$ cat config.mk
export PLATFORM = sky130hd
export DESIGN_NAME = lms_top
export DESIGN_NICKNAME = d
export VERILOG_FILES = /design/src/lms_pkg.sv /design/src/lms_top.sv /design/src/lms_sync.sv /design/src/lms_clk_div.sv
export SDC_FILE = /design/constraint.sdc
export NUM_CORES = 1
export LEC_CHECK = 0
export BUFFER_PORTS_ARGS = -buffer_cell sky130_fd_sc_hd__buf_2
export CAP_MARGIN = 20
export CORE_ASPECT_RATIO = 1.1
export CORE_MARGIN = 2
export CORE_UTILIZATION = 35
export CTS_CLUSTER_DIAMETER = 50
export DETAILED_ROUTE_END_ITERATION = 10
export PLACE_DENSITY_LB_ADDON = 0.15
export SYNTH_ARGS = -nofsm -noshare
export SYNTH_HDL_FRONTEND = slang
export SYNTH_HIERARCHICAL = 1
export SYNTH_SLANG_ARGS = --single-unit
$ cat constraint.sdc
create_clock -name clock -period 1.73 [get_ports clock]
set_clock_uncertainty 0.05 [all_clocks]
set_input_delay 0 -clock clock [delete_from_list [all_inputs] [get_ports clock]]
set_output_delay 0 -clock clock [all_outputs]
set_load 0.02 [all_outputs]
$ cat src/lms_pkg.sv
package lms_pkg;

	// ------------------------------------------------------------
	// Operating states of the line interface circuit.
	// ------------------------------------------------------------
	typedef enum logic [2:0] {
		LMS_ST_OPEN,
		LMS_ST_RINGING,
		LMS_ST_NORMAL,
		LMS_ST_STANDBY,
		LMS_ST_TIP_OPEN,
		LMS_ST_REVERSAL,
		LMS_ST_REV_STANDBY
	} lms_state_type;

	// ------------------------------------------------------------
	// Mode pin codes, ordered {bit 3, bit 2, bit 1}.
	// ------------------------------------------------------------
	localparam logic [2:0] MODE_OPEN        = 3'h0;
	localparam logic [2:0] MODE_RINGING     = 3'h1;
	localparam logic [2:0] MODE_NORMAL      = 3'h2;
	localparam logic [2:0] MODE_STANDBY     = 3'h3;
	localparam logic [2:0] MODE_TIP_OPEN    = 3'h4;
	localparam logic [2:0] MODE_REVERSAL    = 3'h6;
	localparam logic [2:0] MODE_REV_STANDBY = 3'h7;

	// ------------------------------------------------------------
	// Signaling and command bytes that produce the mode pin codes.
	// ------------------------------------------------------------
	localparam logic [7:0] SIG_OPEN        = 8'h20;
	localparam logic [7:0] SIG_RINGING     = 8'h22;
	localparam logic [7:0] SIG_NORMAL      = 8'h60;
	localparam logic [7:0] SIG_STANDBY     = 8'h62;
	localparam logic [7:0] SIG_TIP_OPEN    = 8'hA0;
	localparam logic [7:0] SIG_REVERSAL    = 8'hE0;
	localparam logic [7:0] SIG_REV_STANDBY = 8'hC2;
	localparam logic [7:0] DUAL_OPEN        = 8'h44;
	localparam logic [7:0] DUAL_RINGING     = 8'hCC;
	localparam logic [7:0] DUAL_NORMAL      = 8'h66;
	localparam logic [7:0] DUAL_STANDBY     = 8'hEE;
	localparam logic [7:0] DUAL_TIP_OPEN    = 8'h55;
	localparam logic [7:0] DUAL_REVERSAL    = 8'h77;
	localparam logic [7:0] DUAL_REV_STANDBY = 8'hFF;
	localparam logic [7:0] CMD_OPEN         = 8'h43;
	localparam logic [7:0] CMD_RINGING      = 8'h53;
	localparam logic [7:0] CMD_NORMAL       = 8'h4B;
	localparam logic [7:0] CMD_STANDBY      = 8'h5B;
	localparam logic [7:0] CMD_TIP_OPEN     = 8'h47;
	localparam logic [7:0] CMD_REVERSAL     = 8'h4F;
	localparam logic [7:0] CMD_REV_STANDBY  = 8'h5F;
	localparam logic [7:0] CMD_CHANNEL_B    = 8'h80;

	// ------------------------------------------------------------
	// Stand-by current limit, in tenths of the detector threshold.
	// ------------------------------------------------------------
	localparam int STANDBY_LIMIT_TENTHS = 15;

	// ------------------------------------------------------------
	// Clock divider figures.
	// ------------------------------------------------------------
	localparam int CODEC_CLK_LOW_KHZ  = 512;
	localparam int CODEC_CLK_HIGH_KHZ = 4096;
	localparam int LINE_CLK_KHZ       = 256;
	localparam int DIV_RATIO_LOW      = CODEC_CLK_LOW_KHZ / LINE_CLK_KHZ;
	localparam int DIV_RATIO_HIGH     = CODEC_CLK_HIGH_KHZ / LINE_CLK_KHZ;
	localparam logic [2:0] DIV_HALF_LOW  = 3'(DIV_RATIO_LOW / 2 - 1);
	localparam logic [2:0] DIV_HALF_HIGH = 3'(DIV_RATIO_HIGH / 2 - 1);

	// ------------------------------------------------------------
	// Synchroniser width: mode bits, enable, two detectors, codec
	// clock and two selects.
	// ------------------------------------------------------------
	localparam int SYNC_WIDTH = 9;

	// Maps the three mode pins to an operating state.
	function automatic lms_state_type lms_decode_mode(input logic [2:0] code);
		lms_state_type st;
		st = LMS_ST_OPEN;
		case (code)
			MODE_OPEN:        st = LMS_ST_OPEN;
			MODE_RINGING:     st = LMS_ST_RINGING;
			MODE_NORMAL:      st = LMS_ST_NORMAL;
			MODE_STANDBY:     st = LMS_ST_STANDBY;
			MODE_TIP_OPEN:    st = LMS_ST_TIP_OPEN;
			MODE_REVERSAL:    st = LMS_ST_REVERSAL;
			MODE_REV_STANDBY: st = LMS_ST_REV_STANDBY;
			default:          st = LMS_ST_OPEN;
		endcase
		return st;
	endfunction

endpackage

$ cat src/lms_top.sv
// Functional notes
// - Three mode pins alone choose the circuit's operating state.
// - Detector output drives only while read enable is high.
// - Ringing reports ring-trip; other active states report loop current.
// - Byte 20 gives open-circuit: both amplifiers high impedance, detector off.
// - Byte 22 gives ringing: relay on, amplifiers off, transmission inhibited.
// - Byte 60 gives normal state; byte 62 gives stand-by; detector on.
// - Stand-by limits loop current to 1.5 times detector threshold.
// - Bytes A0, E0, C2 give tip-open, reversal, reversal stand-by.
// - Dual-channel bytes 44, CC, 66, EE, 55, 77, FF give same seven states.
// - Channel A commands 43, 53, 4B, 5B, 47, 4F, 5F give seven states.
// - First divider position halves the 512 kHz codec clock.
// - Second divider position divides 4096 kHz by sixteen.
// - Driver first position passes divided clock; otherwise driver is off.
module lms_top
	import lms_pkg::*;
(
	input  wire logic    clock,
	input  wire logic    sys_rst,
	input  wire logic    mode_control_bit_1,
	input  wire logic    mode_control_bit_2,
	input  wire logic    mode_control_bit_3,
	input  wire logic    detector_read_enable,
	input  wire logic    loop_current_detected,
	input  wire logic    ring_trip_detected,
	input  wire logic    codec_clock,
	input  wire logic    divider_ratio_select,
	input  wire logic    clock_driver_select,
	output lms_state_type line_state,
	output logic         tip_line_amplifier_hiz,
	output logic         ring_line_amplifier_hiz,
	output logic         ring_relay_drive,
	output logic         transmission_enable,
	output logic         loop_detector_active,
	output logic         polarity_reversed,
	output logic         standby_current_limit,
	output logic         detector_output_n,
	output logic         detector_output_oe_n,
	output logic         line_clock,
	output logic         line_clock_oe_n
);

	// ------------------------------------------------------------
	// Pin synchronisation
	// ------------------------------------------------------------

	logic [SYNC_WIDTH-1:0] pins_raw;
	logic [SYNC_WIDTH-1:0] pins_sync;
	logic [2:0]            mode_sync;
	logic                  enable_sync;
	logic                  loop_sync;
	logic                  trip_sync;
	logic                  codec_sync;
	logic                  ratio_sync;
	logic                  driver_sync;

	// All pins are gathered into one synchroniser bank.
	assign pins_raw = {mode_control_bit_3, mode_control_bit_2, mode_control_bit_1,
		detector_read_enable, loop_current_detected, ring_trip_detected,
		codec_clock, divider_ratio_select, clock_driver_select};

	lms_sync #(
		.WIDTH (SYNC_WIDTH)
	) u_sync (
		.clock    (clock),
		.sys_rst  (sys_rst),
		.async_in (pins_raw),
		.sync_out (pins_sync)
	);

	// The synchronised bank is split back into named levels.
	assign mode_sync   = pins_sync[8:6];
	assign enable_sync = pins_sync[5];
	assign loop_sync   = pins_sync[4];
	assign trip_sync   = pins_sync[3];
	assign codec_sync  = pins_sync[2];
	assign ratio_sync  = pins_sync[1];
	assign driver_sync = pins_sync[0];

	// ------------------------------------------------------------
	// Operating state
	// ------------------------------------------------------------

	lms_state_type next_state;

	// The mode pins alone select the state; the byte tables of every
	// codec variant reduce to these same three-bit codes.
	assign next_state = lms_decode_mode(mode_sync);

	// The state register follows the decoded mode pins.
	always_ff @(posedge clock) begin
		if (sys_rst) begin
			line_state <= LMS_ST_OPEN;
		end else begin
			line_state <= next_state;
		end
	end

	// ------------------------------------------------------------
	// Line drive controls
	// ------------------------------------------------------------

	// Each state sets amplifiers, relay, transmission and detector controls.
	always_ff @(posedge clock) begin
		if (sys_rst) begin
			tip_line_amplifier_hiz  <= 1'b1;
			ring_line_amplifier_hiz <= 1'b1;
			ring_relay_drive        <= 1'b0;
			transmission_enable     <= 1'b0;
			loop_detector_active    <= 1'b0;
			polarity_reversed       <= 1'b0;
			standby_current_limit   <= 1'b0;
		end else begin
			case (next_state)
				LMS_ST_OPEN: begin
					tip_line_amplifier_hiz  <= 1'b1;
					ring_line_amplifier_hiz <= 1'b1;
					ring_relay_drive        <= 1'b0;
					transmission_enable     <= 1'b0;
					loop_detector_active    <= 1'b0;
					polarity_reversed       <= 1'b0;
					standby_current_limit   <= 1'b0;
				end
				LMS_ST_RINGING: begin
					tip_line_amplifier_hiz  <= 1'b1;
					ring_line_amplifier_hiz <= 1'b1;
					ring_relay_drive        <= 1'b1;
					transmission_enable     <= 1'b0;
					loop_detector_active    <= 1'b0;
					polarity_reversed       <= 1'b0;
					standby_current_limit   <= 1'b0;
				end
				LMS_ST_NORMAL: begin
					tip_line_amplifier_hiz  <= 1'b0;
					ring_line_amplifier_hiz <= 1'b0;
					ring_relay_drive        <= 1'b0;
					transmission_enable     <= 1'b1;
					loop_detector_active    <= 1'b1;
					polarity_reversed       <= 1'b0;
					standby_current_limit   <= 1'b0;
				end
				LMS_ST_STANDBY: begin
					tip_line_amplifier_hiz  <= 1'b0;
					ring_line_amplifier_hiz <= 1'b0;
					ring_relay_drive        <= 1'b0;
					transmission_enable     <= 1'b0;
					loop_detector_active    <= 1'b1;
					polarity_reversed       <= 1'b0;
					standby_current_limit   <= 1'b1;
				end
				LMS_ST_TIP_OPEN: begin
					tip_line_amplifier_hiz  <= 1'b1;
					ring_line_amplifier_hiz <= 1'b0;
					ring_relay_drive        <= 1'b0;
					transmission_enable     <= 1'b0;
					loop_detector_active    <= 1'b1;
					polarity_reversed       <= 1'b0;
					standby_current_limit   <= 1'b0;
				end
				LMS_ST_REVERSAL: begin
					tip_line_amplifier_hiz  <= 1'b0;
					ring_line_amplifier_hiz <= 1'b0;
					ring_relay_drive        <= 1'b0;
					transmission_enable     <= 1'b1;
					loop_detector_active    <= 1'b1;
					polarity_reversed       <= 1'b1;
					standby_current_limit   <= 1'b0;
				end
				LMS_ST_REV_STANDBY: begin
					tip_line_amplifier_hiz  <= 1'b0;
					ring_line_amplifier_hiz <= 1'b0;
					ring_relay_drive        <= 1'b0;
					transmission_enable     <= 1'b0;
					loop_detector_active    <= 1'b1;
					polarity_reversed       <= 1'b1;
					standby_current_limit   <= 1'b1;
				end
				default: begin
					tip_line_amplifier_hiz  <= 1'b1;
					ring_line_amplifier_hiz <= 1'b1;
					ring_relay_drive        <= 1'b0;
					transmission_enable     <= 1'b0;
					loop_detector_active    <= 1'b0;
					polarity_reversed       <= 1'b0;
					standby_current_limit   <= 1'b0;
				end
			endcase
		end
	end

	// ------------------------------------------------------------
	// Detector output
	// ------------------------------------------------------------

	logic next_detect;

	// Ringing routes the ring-trip monitor; open circuit reports nothing.
	always_comb begin
		case (next_state)
			LMS_ST_RINGING: next_detect = trip_sync;
			LMS_ST_OPEN:    next_detect = 1'b0;
			default:        next_detect = loop_sync;
		endcase
	end

	// The active-low detector pin drives only while read enable is high.
	always_ff @(posedge clock) begin
		if (sys_rst) begin
			detector_output_n    <= 1'b1;
			detector_output_oe_n <= 1'b1;
		end else begin
			detector_output_n    <= !next_detect;
			detector_output_oe_n <= !enable_sync;
		end
	end

	// ------------------------------------------------------------
	// Line circuit clock
	// ------------------------------------------------------------

	lms_clk_div u_clk_div (
		.clock                (clock),
		.sys_rst              (sys_rst),
		.codec_clock_level    (codec_sync),
		.divider_ratio_select (ratio_sync),
		.clock_driver_select  (driver_sync),
		.line_clock           (line_clock),
		.line_clock_oe_n      (line_clock_oe_n)
	);

	// ------------------------------------------------------------
	// Checks
	// ------------------------------------------------------------

	AST_DET_DISABLED: assert property (@(posedge clock) disable iff (sys_rst)
		!enable_sync |=> detector_output_oe_n)
		else $error("Detector driven while read enable low.");

	AST_DET_ENABLED: assert property (@(posedge clock) disable iff (sys_rst)
		enable_sync |=> !detector_output_oe_n)
		else $error("Detector not driven while read enable high.");

	AST_RING_TRIP_ROUTED: assert property (@(posedge clock) disable iff (sys_rst)
		(mode_sync == MODE_RINGING) |=> detector_output_n == !$past(trip_sync))
		else $error("Ring-trip status not on detector in ringing.");

	AST_LOOP_ROUTED: assert property (@(posedge clock) disable iff (sys_rst)
		(mode_sync == MODE_NORMAL) |=> detector_output_n == !$past(loop_sync))
		else $error("Loop status not on detector in normal state.");

	AST_OPEN_STATE: assert property (@(posedge clock) disable iff (sys_rst)
		(mode_sync == MODE_OPEN) |=> (line_state == LMS_ST_OPEN && tip_line_amplifier_hiz
		&& ring_line_amplifier_hiz && !loop_detector_active))
		else $error("Open-circuit state not applied.");

	AST_RINGING_STATE: assert property (@(posedge clock) disable iff (sys_rst)
		(mode_sync == MODE_RINGING) |=> (ring_relay_drive && !transmission_enable
		&& tip_line_amplifier_hiz && ring_line_amplifier_hiz))
		else $error("Ringing state controls wrong.");

	AST_NORMAL_STATE: assert property (@(posedge clock) disable iff (sys_rst)
		(mode_sync == MODE_NORMAL) |=> (line_state == LMS_ST_NORMAL
		&& transmission_enable && loop_detector_active))
		else $error("Normal state controls wrong.");

	AST_STANDBY_LIMIT: assert property (@(posedge clock) disable iff (sys_rst)
		(mode_sync == MODE_STANDBY || mode_sync == MODE_REV_STANDBY)
		|=> standby_current_limit && loop_detector_active)
		else $error("Stand-by current limit not applied.");

	AST_REVERSAL_STATE: assert property (@(posedge clock) disable iff (sys_rst)
		(mode_sync == MODE_REVERSAL) |=> (polarity_reversed && transmission_enable
		&& !standby_current_limit))
		else $error("Polarity reversal controls wrong.");

	AST_TIP_OPEN_STATE: assert property (@(posedge clock) disable iff (sys_rst)
		(mode_sync == MODE_TIP_OPEN) |=> (line_state == LMS_ST_TIP_OPEN
		&& tip_line_amplifier_hiz && !ring_line_amplifier_hiz && loop_detector_active))
		else $error("Tip open-circuit controls wrong.");

	AST_REV_STANDBY_STATE: assert property (@(posedge clock) disable iff (sys_rst)
		(mode_sync == MODE_REV_STANDBY) |=> (line_state == LMS_ST_REV_STANDBY
		&& polarity_reversed && standby_current_limit && !transmission_enable))
		else $error("Reversal stand-by controls wrong.");

	AST_STANDBY_STATE: assert property (@(posedge clock) disable iff (sys_rst)
		(mode_sync == MODE_STANDBY) |=> (line_state == LMS_ST_STANDBY
		&& !transmission_enable && !polarity_reversed))
		else $error("Stand-by state controls wrong.");

	AST_RELAY_ONLY_RINGING: assert property (@(posedge clock) disable iff (sys_rst)
		(mode_sync != MODE_RINGING) |=> !ring_relay_drive)
		else $error("Ring relay driven outside ringing.");

	AST_OPEN_NO_DETECT: assert property (@(posedge clock) disable iff (sys_rst)
		(mode_sync == MODE_OPEN) |=> detector_output_n)
		else $error("Detection reported in open-circuit state.");

endmodule

$ cat src/lms_sync.sv
module lms_sync
	import lms_pkg::*;
#(
	parameter int WIDTH = SYNC_WIDTH
) (
	input  wire logic             clock,
	input  wire logic             sys_rst,
	input  wire logic [WIDTH-1:0] async_in,
	output logic      [WIDTH-1:0] sync_out
);

	logic [WIDTH-1:0] stage1;

	// Two flip-flops bring pin levels into the clock domain.
	always_ff @(posedge clock) begin
		if (sys_rst) begin
			stage1   <= '0;
			sync_out <= '0;
		end else begin
			stage1   <= async_in;
			sync_out <= stage1;
		end
	end

endmodule

$ cat src/lms_clk_div.sv
module lms_clk_div
	import lms_pkg::*;
(
	input  wire logic clock,
	input  wire logic sys_rst,
	input  wire logic codec_clock_level,
	input  wire logic divider_ratio_select,
	input  wire logic clock_driver_select,
	output logic      line_clock,
	output logic      line_clock_oe_n
);

	logic       codec_prev;
	logic       codec_rise;
	logic [2:0] count;
	logic [2:0] half_limit;

	assign codec_rise = codec_clock_level && !codec_prev;
	assign half_limit = divider_ratio_select ? DIV_HALF_HIGH : DIV_HALF_LOW;

	// Rising edges of the codec clock toggle the line clock every half ratio.
	always_ff @(posedge clock) begin
		if (sys_rst) begin
			codec_prev <= 1'b0;
			count      <= 3'h0;
			line_clock <= 1'b0;
		end else begin
			codec_prev <= codec_clock_level;
			if (codec_rise) begin
				if (count >= half_limit) begin
					count      <= 3'h0;
					line_clock <= !line_clock;
				end else begin
					count <= count + 3'h1;
				end
			end
		end
	end

	// The clock driver is on only in its first position.
	always_ff @(posedge clock) begin
		if (sys_rst) begin
			line_clock_oe_n <= 1'b1;
		end else begin
			line_clock_oe_n <= clock_driver_select;
		end
	end

	AST_DIV_DRIVER_OFF: assert property (@(posedge clock) disable iff (sys_rst)
		clock_driver_select |=> line_clock_oe_n)
		else $error("Line clock driver not off in second position.");

	AST_DIV_BY_TWO: assert property (@(posedge clock) disable iff (sys_rst)
		(codec_rise && !divider_ratio_select && count == 3'h0) |=> line_clock != $past(line_clock))
		else $error("Low ratio did not toggle on each codec edge.");

	AST_DIV_BY_SIXTEEN: assert property (@(posedge clock) disable iff (sys_rst)
		(codec_rise && divider_ratio_select && count < 3'h7) |=> line_clock == $past(line_clock))
		else $error("High ratio toggled before eight codec edges.");

endmodule

* Yosys cells after proc, flatten, opt, wreduce, memory -nomap -nowiden *
Index checks and enable logic that the tools add are counted.

storage, ports and cells
  register bits after elaboration = 36
  input bits = 11
  output and inout bits = 14
  word-level logic and storage cells = 53

cells by class
  $add $sub $neg = 1
  $lt $le $gt $ge = 1
  eq/ne operators = 12
  multiplexer cells = 11
  reductions and logical operators = 12

operator list
  operator                                                               number
  3-bit equality test, second input constant                             6
  3-bit case mux with 6 select lines                                     1
  3-bit by 2-bit equality test with 1-bit output, second input constant  4
  1-bit two-way mux                                                      7
  3-bit by 1-bit equality test with 1-bit output, second input constant  2
  3-bit two-way mux                                                      2
  2-bit OR reduction                                                     3
  5-bit OR reduction                                                     1
  1-bit zero test                                                        4
  4-bit OR reduction                                                     1
  3-bit by 1-bit adder with 3-bit output, second input constant          1
  3-bit greater-or-equal comparator                                      1
  3-bit zero test                                                        1
  1-bit case mux with 2 select lines                                     1
  2-bit AND reduction                                                    1
  1-bit logical AND                                                      1

* Longest topological paths before layout *
Gate-level depths: netlist of the first run.

  depth in word-level cells = 5
  depth in mapped cells = 6
  depth with buffers taken out = 6

* By module *
The synthesis of the first run kept the hierarchy.

by module, submodules not included
  module       times used  cells an instance  area each (um2)  seq. area each (um2)
  lms_sync     1           37                 489.2            360.3
  lms_top      1           34                 361.6            240.2
  lms_clk_div  1           33                 294.0            120.1

* Worst setup path before layout of the first run *
OpenSTA, ideal clock, no wires.

  path kind = reg-to-reg
  start point = register u_sync.sync_out[1]
  end point = register u_clk_div.count[2]
  library setup time = 70 ps
  arrival time = 1321 ps
  required time = 1610 ps
  path slack = 289 ps
  cell stages (with the launch flop) = 7
  path buffers = 0
  period minus slack after synthesis = 1441 ps
  cell sequence = dfxtp_1 inv_1 ha_1 a21o_1 a31oi_1 o21ai_0 a21oi_1

between the ends
  word-level cells in the longest chain between the ends = 3

ends and longest elaborated chain
  element                            line               source
  start: declaration                 lms_sync.sv:9      output logic [WIDTH-1:0] sync_out
  start signal: assignment           lms_sync.sv:21     sync_out <= stage1;
  3-bit two-way mux                  lms_clk_div.sv:19  assign half_limit = divider_ratio_select ? DIV_HALF_HIGH : DIV_HALF_LOW;
  3-bit greater-or-equal comparator  lms_clk_div.sv:30  if (count >= half_limit) begin
  3-bit two-way mux                  lms_clk_div.sv:30
  end signal: assignment             lms_clk_div.sv:34  count <= count + 3'h1;
  end: declaration                   lms_clk_div.sv:15  logic [2:0] count;

No other way between the ends.
A chain may end at the register's enable or synchronous reset.

* Worst setup path after layout of the first run *
Same ends and word-level chain as after synthesis.

==> metrics.txt, run 1 <==
Leak 0.000658 uW; most common cell after layout, fill and taps aside dfxtp_1; Syn Nets 119; Initial Util 0.372; Worst Path Max Fanout 5; HPWL Detailed 1.02 mm; DRT antenna net count 0; number of global-route vias before repair 688; Netlist Area Pre-Place 1140 um^2; status finished, final reports clean; synth unique cells 24; Post-route DRC 0; Ant. Diodes 0; share of cells above drive strength 1 0.271; Longest Clk Path Bufs 2; Tcrit/Tclk final 0.897; CTS root buf clkbuf_4; Setup crit start kind register; VDD IR-drop max 0.672 mV; Sink Count 36; Fin Setup TNS 0 ps; worst min path class primary input to register; Syn Inst Count 104; Rows 21; EDFF count, synth 0; Synth-to-Final Area Change 29.1%; RSZ-0062 raised after global routing false; Routed WL 1.60 mm; top cells by area, synth dfxtp_1, nor2b_1, and2b_1, ha_1, nor2_1; CTS Buf Count 5; GRT Overall Usage 0.100; Clock Latency Late Sink 320 ps; Placed Cells 161; final setup violation count 0; Max Cap Viol 0; worst-margin pin slew 477 ps; vias 763; total grt overflow 0; area of the core 3070 um^2; io pins 25; crit path DAT 1760 ps; Synth Flop Type dfxtp_1; Layout Nets 158; Die Width 58.5 um; H-tree lvl count 2; Worst Path Required 1930 ps; Worst Setup Slack post-DPL 108 ps; commonest cells after routing, fill and taps aside dfxtp_1, buf_2, nor2b_1; Tot Pwr 1540 uW; die area 3750 um^2; area leader, netlist dfxtp_1; initial antenna violation count 0; Clock Pin Slew Worst Setup and Hold Paths 110 ps; CTS tree done; RePlAce Congestion 0.665; Die Y-Extent 64.0 um; area share of the largest cell type after synthesis 0.630; async set-reset flop share out of synthesis 0; port buffer count 24; Cell Pwr Density 1040 nW/um^2; Worst Setup Path Type register to register; Mean Syn Cell Area 11.0 um^2; Seq/Total Area, Yosys 0.630; largest net degree at the start of global routing 33; Iter 0 DRT Violations 7; post-DR wirelength/cell 8.96 um; Setup Buffers After CTS 0; worst setup margin 178 ps; final hold slack 60.7 ps; vias per cell 4.29; Max Transition Viols Final 0; first-pass GRT wire length 2.75 mm; Seq cells post-synth 36; synth warn 6; Final Hold Vio Count 0; total iterations of the first detailed-routing run 4; achievable clock frequency 644 MHz; final std cells w/o fill 178; worst rel slew slack 0.682; Final min period 1550 ps; CP endpoint kind register
registers in the layout (all words and copies together) (netlist names), 3 cells and up:
register,count
line_state,3
u_sync/stage1,9
u_clk_div/count,3
u_sync/sync_out,9
layer usage:
| metal | vias up | part of all wire | global-route usage |
|---|---|---|---|
| met5 | - | 0 | 0 |
| met4 | 0 | 0.023 | 0.0698 |
| met3 | 5 | 0.059 | 0.0425 |
| met2 | 22 | 0.44 | 0.152 |
| met1 | 323 | 0.48 | 0.112 |
| li1 | 413 | - | - |
power by group:
group | switching (uW) | internal (uW) | total [uW]
clock network | 269 | 301 | 570
logic | 45.6 | 51.9 | 97.5
registers | 10.7 | 859 | 870
total | 325 | 1210 | 1540
kinds of logic (layout without fill, tap and decap cells):
kind of cell / after synthesis / in the layout / synth area share
AOI/OAI and AO/OA: 11 / 11 / 0.0535
adders and majority gates: 4 / 4 / 0.0437
buffers and inverters: 5 / 45 / 0.0197
DFF: 36 / 36 / 0.630
and+or+nand+nor: 48 / 48 / 0.254
stage by stage:
stage / util / instance area (um^2)
finish: 0.481 / 1480
global route: 0.481 / 1480
CTS: 0.478 / 1470
detailed placement: 0.423 / 1300
global placement: 0.423 / 1300
floorplan: - / 1140
cells in the mapped netlist (2+ instances only):
library cell and instances:
o21ai_0 2, nand2b_1 4, inv_1 4, and2b_1 7, nand2_1 5, a21o_1 2, a21oi_1 5, nor2b_1 14
ha_1 4, nor2_1 8, dfxtp_1 36
area by class of cell:
type / instances / area [um^2]
clock inverter: 3 / 42.5
multi-input combinational: 63 / 408
tap: 34 / 42.5
clock buffer: 5 / 37.5
timing repair buffer: 33 / 210
inverter: 4 / 15.0
fill: 308 / 1600
sequential: 36 / 722
what timing repair did:
action	CTS	global route
gates resized for setup	0	2
endpoints found under the hold margin	9	0
setup endpoints to repair	0	4
hold buffers	9	0
critical path: stages (launching register included):
cell and delay (ps):
dfxtp_1 340, inv_1 60, ha_1 310, a21o_1 190, a31oi_2 240, o21ai_0 130, a21oi_1 160
final timing paths:
kind                            from                   end  slack, ps  cells past startpoint
hold reg to reg   u_sync/sync_out[5]  detector_output_oe_n        350                      1
setup / recovery  u_sync/sync_out[1]    u_clk_div/count[2]        180                      6
hold / removal               sys_rst    u_sync/sync_out[3]         60                      2
setup reg to reg  u_sync/sync_out[1]    u_clk_div/count[2]        180                      6
Power figures use the tool's default switching activity.
==> run 2, diff against run 1 <==
Settings changed: CORE_ASPECT_RATIO 1.1 to 0.8.
==> metrics.txt, run 2 (synthesis results as in run 1) <==
Fill cells 292; CTS root buf clkbuf_8; HPWL Detailed 1.11 mm; Final min period 1580 ps; Clock Latency Late Sink 270 ps; crit path DAT 1730 ps; Cell Pwr Density 1040 nW/um^2; Worst Path Required 1880 ps; RSZ-0062 raised after global routing false; vias per cell 4.19; worst-margin pin slew 502 ps; Initial Util 0.368; Buffers & Inverters on Critical Path 1; post-DR wirelength/cell 9.36 um; vias 771; Longest Clk Path Bufs 2; Max Cap Viol 0; die area 3750 um^2; final setup violation count 0; Setup crit start kind register; Leak 0.000661 uW; total grt overflow 0; Tot Pwr 1560 uW; crit-path cells inv_1 > ha_1 > a21o_1 > a31oi_2 > o21ai_0 > a21oi_1; Fin Setup TNS 0 ps; critical path's largest stage delay 330 ps; largest registers u_sync/stage1: 9 flops, u_sync/sync_out: 9 flops; VDD IR-drop max 0.446 mV; commonest cells after routing, fill and taps aside dfxtp_1, buf_2, nor2b_1; worst min path class primary input to register; Layout Nets 158; GRT Overall Usage 0.107; first-pass GRT wire length 2.79 mm; area of the core 3110 um^2; CTS tree done; dominant delay contributor by cell family on the critical path compound AO/OA/AOI/OAI gates; DRT antenna net count 0; io pins 25; Tcrit/Tclk final 0.912; worst rel slew slack 0.665; RePlAce Congestion 0.721; CTS Buf Count 5; Worst Setup Path Type register to register; Slowest-stage cell, CP dfxtp_1; status finished, final reports clean; largest net degree at the start of global routing 33; Finished Core Util 0.482; H-tree lvl count 2; CP endpoint kind register; Synth-to-Final Area Change 30.8%; share of cells above drive strength 1 0.257; Routed WL 1.72 mm; achievable clock frequency 634 MHz; Ant. Diodes 0; Worst Path Max Fanout 5; total iterations of the first detailed-routing run 4; Sink Count 36; number of global-route vias before repair 715; initial antenna violation count 0; Post-route DRC 0; Die Y-Extent 55.2 um; Max Transition Viols Final 0; Final Hold Vio Count 0; final hold slack 122 ps; port buffer count 24; R2R setup slack 150 ps; Die Width 67.9 um; most common cell after layout, fill and taps aside dfxtp_1; Rows 18; Clock Pin Slew Worst Setup and Hold Paths 70 ps; Iter 0 DRT Violations 18
==> run 2: routing by layer <==
metal | share of wire | GRT usage
met5 | 0 | 0
met4 | 0.0093 | 0.0700
met3 | 0.063 | 0.0486
met2 | 0.47 | 0.186
met1 | 0.46 | 0.105
==> run 2: final cells by class <==
| type | count | area (um^2) | area share |
|---|---|---|---|
| inverters | 4 | 15.0 | 0.0100 |
| repair buffers | 33 | 210 | 0.140 |
| clock buffers | 7 | 86.3 | 0.0576 |
| flip-flops and latches | 36 | 721 | 0.481 |
| multi-input cells | 63 | 408 | 0.272 |
| well taps | 40 | 50.0 | 0.0334 |
| clock inverters | 1 | 7.51 | 0.00501 |
==> run 2: worst register-to-register path, cell delays in order (launching register included) <==
cell,delay [ps]
dfxtp_1,330
inv_1,60
ha_1,320
a21o_1,200
a31oi_2,230
o21ai_0,140
a21oi_1,170
==> run 2: metrics by stage <==
step / setup slack, ps / cell area [um^2] / std cells
final: 152 / 1500 / 184
after global routing: 32.3 / 1500 / 184
after CTS: 64.6 / 1490 / 184
after detailed placement: 80.6 / 1310 / 167
after global placement: 202 / 1310 / 167
after floorplan: 289 / 1140 / 104
==> run 2: repair_timing <==
item | CTS | global route
endpoints found under the hold margin | 9 | 0
endpoints found under the setup margin | 0 | 2
gates resized for setup | 0 | 1
setup buffers | 0 | 0
hold buffers | 9 | 0
==> run 2: report_power, final <==
| group | total, uW | leakage (uW) | switching (uW) | internal [uW] |
|---|---|---|---|---|
| Sequential | 870 | 0.000296 | 11.2 | 859 |
| Combinational | 98.7 | 0.000321 | 46.7 | 52.0 |
| Clock | 594 | 0.0000445 | 271 | 323 |
| Total | 1560 | 0.000661 | 329 | 1230 |
==> run 2: final timing paths <==
kind,depth (start not counted),end,start
worst min-delay path,2,loop_detector_active,sys_rst
worst max-delay path,6,u_clk_div/count[2],u_sync/sync_out[1]
worst max register to register,6,u_clk_div/count[2],u_sync/sync_out[1]
worst min register to register,1,detector_output_oe_n,u_sync/sync_out[5]
==> run 3, diff against run 2 <==
Settings changed: ABC_AREA set to 1.
==> metrics.txt, run 3 <==
fin area 1520 um^2; achievable clock frequency 766 MHz; Clock Latency Late Sink 280 ps; Clock Pin Slew Worst Setup and Hold Paths 60 ps; first-pass GRT wire length 3.00 mm; Switching Share 0.216; Worst Setup Path Type register to register; number of global-route vias before repair 705; Netlist Area Pre-Place 1190 um^2; GRT Overall Usage 0.101; area leader, netlist dfxtp_1; post-DR wirelength/cell 8.48 um; Slowest-stage cell, CP dfxtp_1; die area 3890 um^2; Sequential Power Share 0.554; Layout Nets 185; async set-reset flop share out of synthesis 0; Seq cells post-synth 36; Max Cap Viol 0; Routed WL 1.79 mm; Max Transition Viols Final 0; Buffers & Inverters on Critical Path 1; total grt overflow 0; EDFF count, synth 0; Die Width 69.2 um; port buffer count 24; worst rel slew slack 0.729; CTS root buf clkbuf_8; switching power 341 uW; Iter 0 DRT Violations 40; most frequent cell after synthesis dfxtp_1; Leak 0.000757 uW; Cell Pwr Density 1040 nW/um^2; DRT antenna net count 0; Post-DP Area 1340 um^2; crit path DAT 1470 ps; Worst Path Required 1900 ps; Seq/Total Area, Yosys 0.605; Setup crit start kind register; CP most frequent cell nand2_1; area of the core 3180 um^2; Synth-to-Final Area Change 27.2%; CP endpoint kind register; HPWL Detailed 1.23 mm; vias 818; Sink Count 36; Final Hold Vio Count 0; critical path's largest stage delay 330 ps; P_int 1240 uW; io pins 25; total iterations of the first detailed-routing run 4; post-CTS sizing 0; RePlAce Congestion 0.772; Fin Setup TNS 0 ps; VDD IR-drop max 0.486 mV; Clk pwr share 0.370; Longest Clk Path Bufs 2; CTS Buf Count 5; Rows 18; Final min period 1310 ps; Tcrit/Tclk final 0.755; crit-path cells inv_1 > ha_1 > a21oi_2 > nand2_1 > nand2_1 > nand2_2 > nor2_1; Ant. Diodes 0; dominant delay contributor by cell family on the critical path simple AND/OR/NAND/NOR gates; synth warn 6; area share of the largest cell type after synthesis 0.605; Synth Flop Type dfxtp_1; vias per cell 3.88; CTS tree done; worst-margin pin slew 406 ps; Gate power share 0.076; Worst Path Max Fanout 3; most common cell after layout, fill and taps aside dfxtp_1; RSZ-0062 raised after global routing false; worst min path class primary input to register; Post-route DRC 0; Fill cells 321; status finished, final reports clean; Syn Nets 147; H-tree lvl count 2; Die Y-Extent 56.2 um; Syn Inst Count 132; top cells by area, synth dfxtp_1, inv_1, nor2_1, ha_1, nand2_1; synth unique cells 20; largest net degree at the start of global routing 24; commonest cells after routing, fill and taps aside dfxtp_1, inv_1, nor2_1; top cells by count, synth dfxtp_1, inv_1, nor2_1; largest registers u_sync/stage1: 9 flops, u_sync/sync_out: 9 flops; final setup violation count 0; initial antenna violation count 0; Mean Syn Cell Area 9.02 um^2; final hold slack 77.4 ps; share of cells above drive strength 1 0.257; Initial Util 0.375; R2R setup slack 420 ps
[run 3: metrics by stage]
stage	utilization	std cells	setup slack, ps	total power (uW)
finish	0.477	211	424	1580
floorplan	-	132	528	970
global placement	0.420	194	493	995
global route	0.477	211	281	1650
CTS	0.477	211	403	1610
detailed placement	0.420	194	418	1000
[run 3: metal layers]
layer,wire (um),share of wire,global-route usage,up-vias
met3,127,0.071,0.0489,6
met5,0,0,0,-
met4,41,0.023,0.0756,0
met1,831,0.46,0.116,335
met2,789,0.44,0.146,24
li1,-,-,-,453
[run 3: timing repair]
item / in CTS / in global routing
hold buffers: 9 / 0
hold endpoints to repair: 9 / 0
setup buffers: 0 / 0
[run 3: power groups by stage]
stage / logic (uW) / clock network, uW / registers, uW
floorplan: 64.1 / 0 / 906
global placement: 103 / 0 / 893
detailed placement: 106 / 0 / 894
CTS: 122 / 608 / 875
global route: 137 / 637 / 878
finish: 121 / 585 / 876
[run 3: cell type report]
cell class              instances  area, um^2  share of cell area
clock buffers                   8        90.1              0.0595
well taps                      40        50.0              0.0330
flip-flops and latches         36         721               0.476
repair buffers                 33         210               0.139
multi-input cells              61         320               0.211
inverters                      33         124              0.0818
[run 3: cells by family after synthesis]
logic type      Yosys count  synth area share
compound gates            6            0.0294
xor+xnor                  2            0.0147
fa+ha+maj                 4            0.0420
buf+inv                  35             0.126
flops                    36             0.605
simple gates             49             0.183
[run 3: worst reg2reg max path, cell delays in order (launching register included)]
cell	delay (ps)
dfxtp_1	330
inv_1	60
ha_1	320
a21oi_2	140
nand2_1	100
nand2_1	80
nand2_2	60
nor2_1	100
[run 3: worst paths after layout]
check / from / end / depth (start not counted)
max: u_sync/sync_out[1] / u_clk_div/count[0] / 7
min: sys_rst / u_sync/stage1[3] / 2
max reg2reg: u_sync/sync_out[1] / u_clk_div/count[0] / 7
min reg2reg: u_sync/stage1[8] / u_sync/sync_out[8] / 2
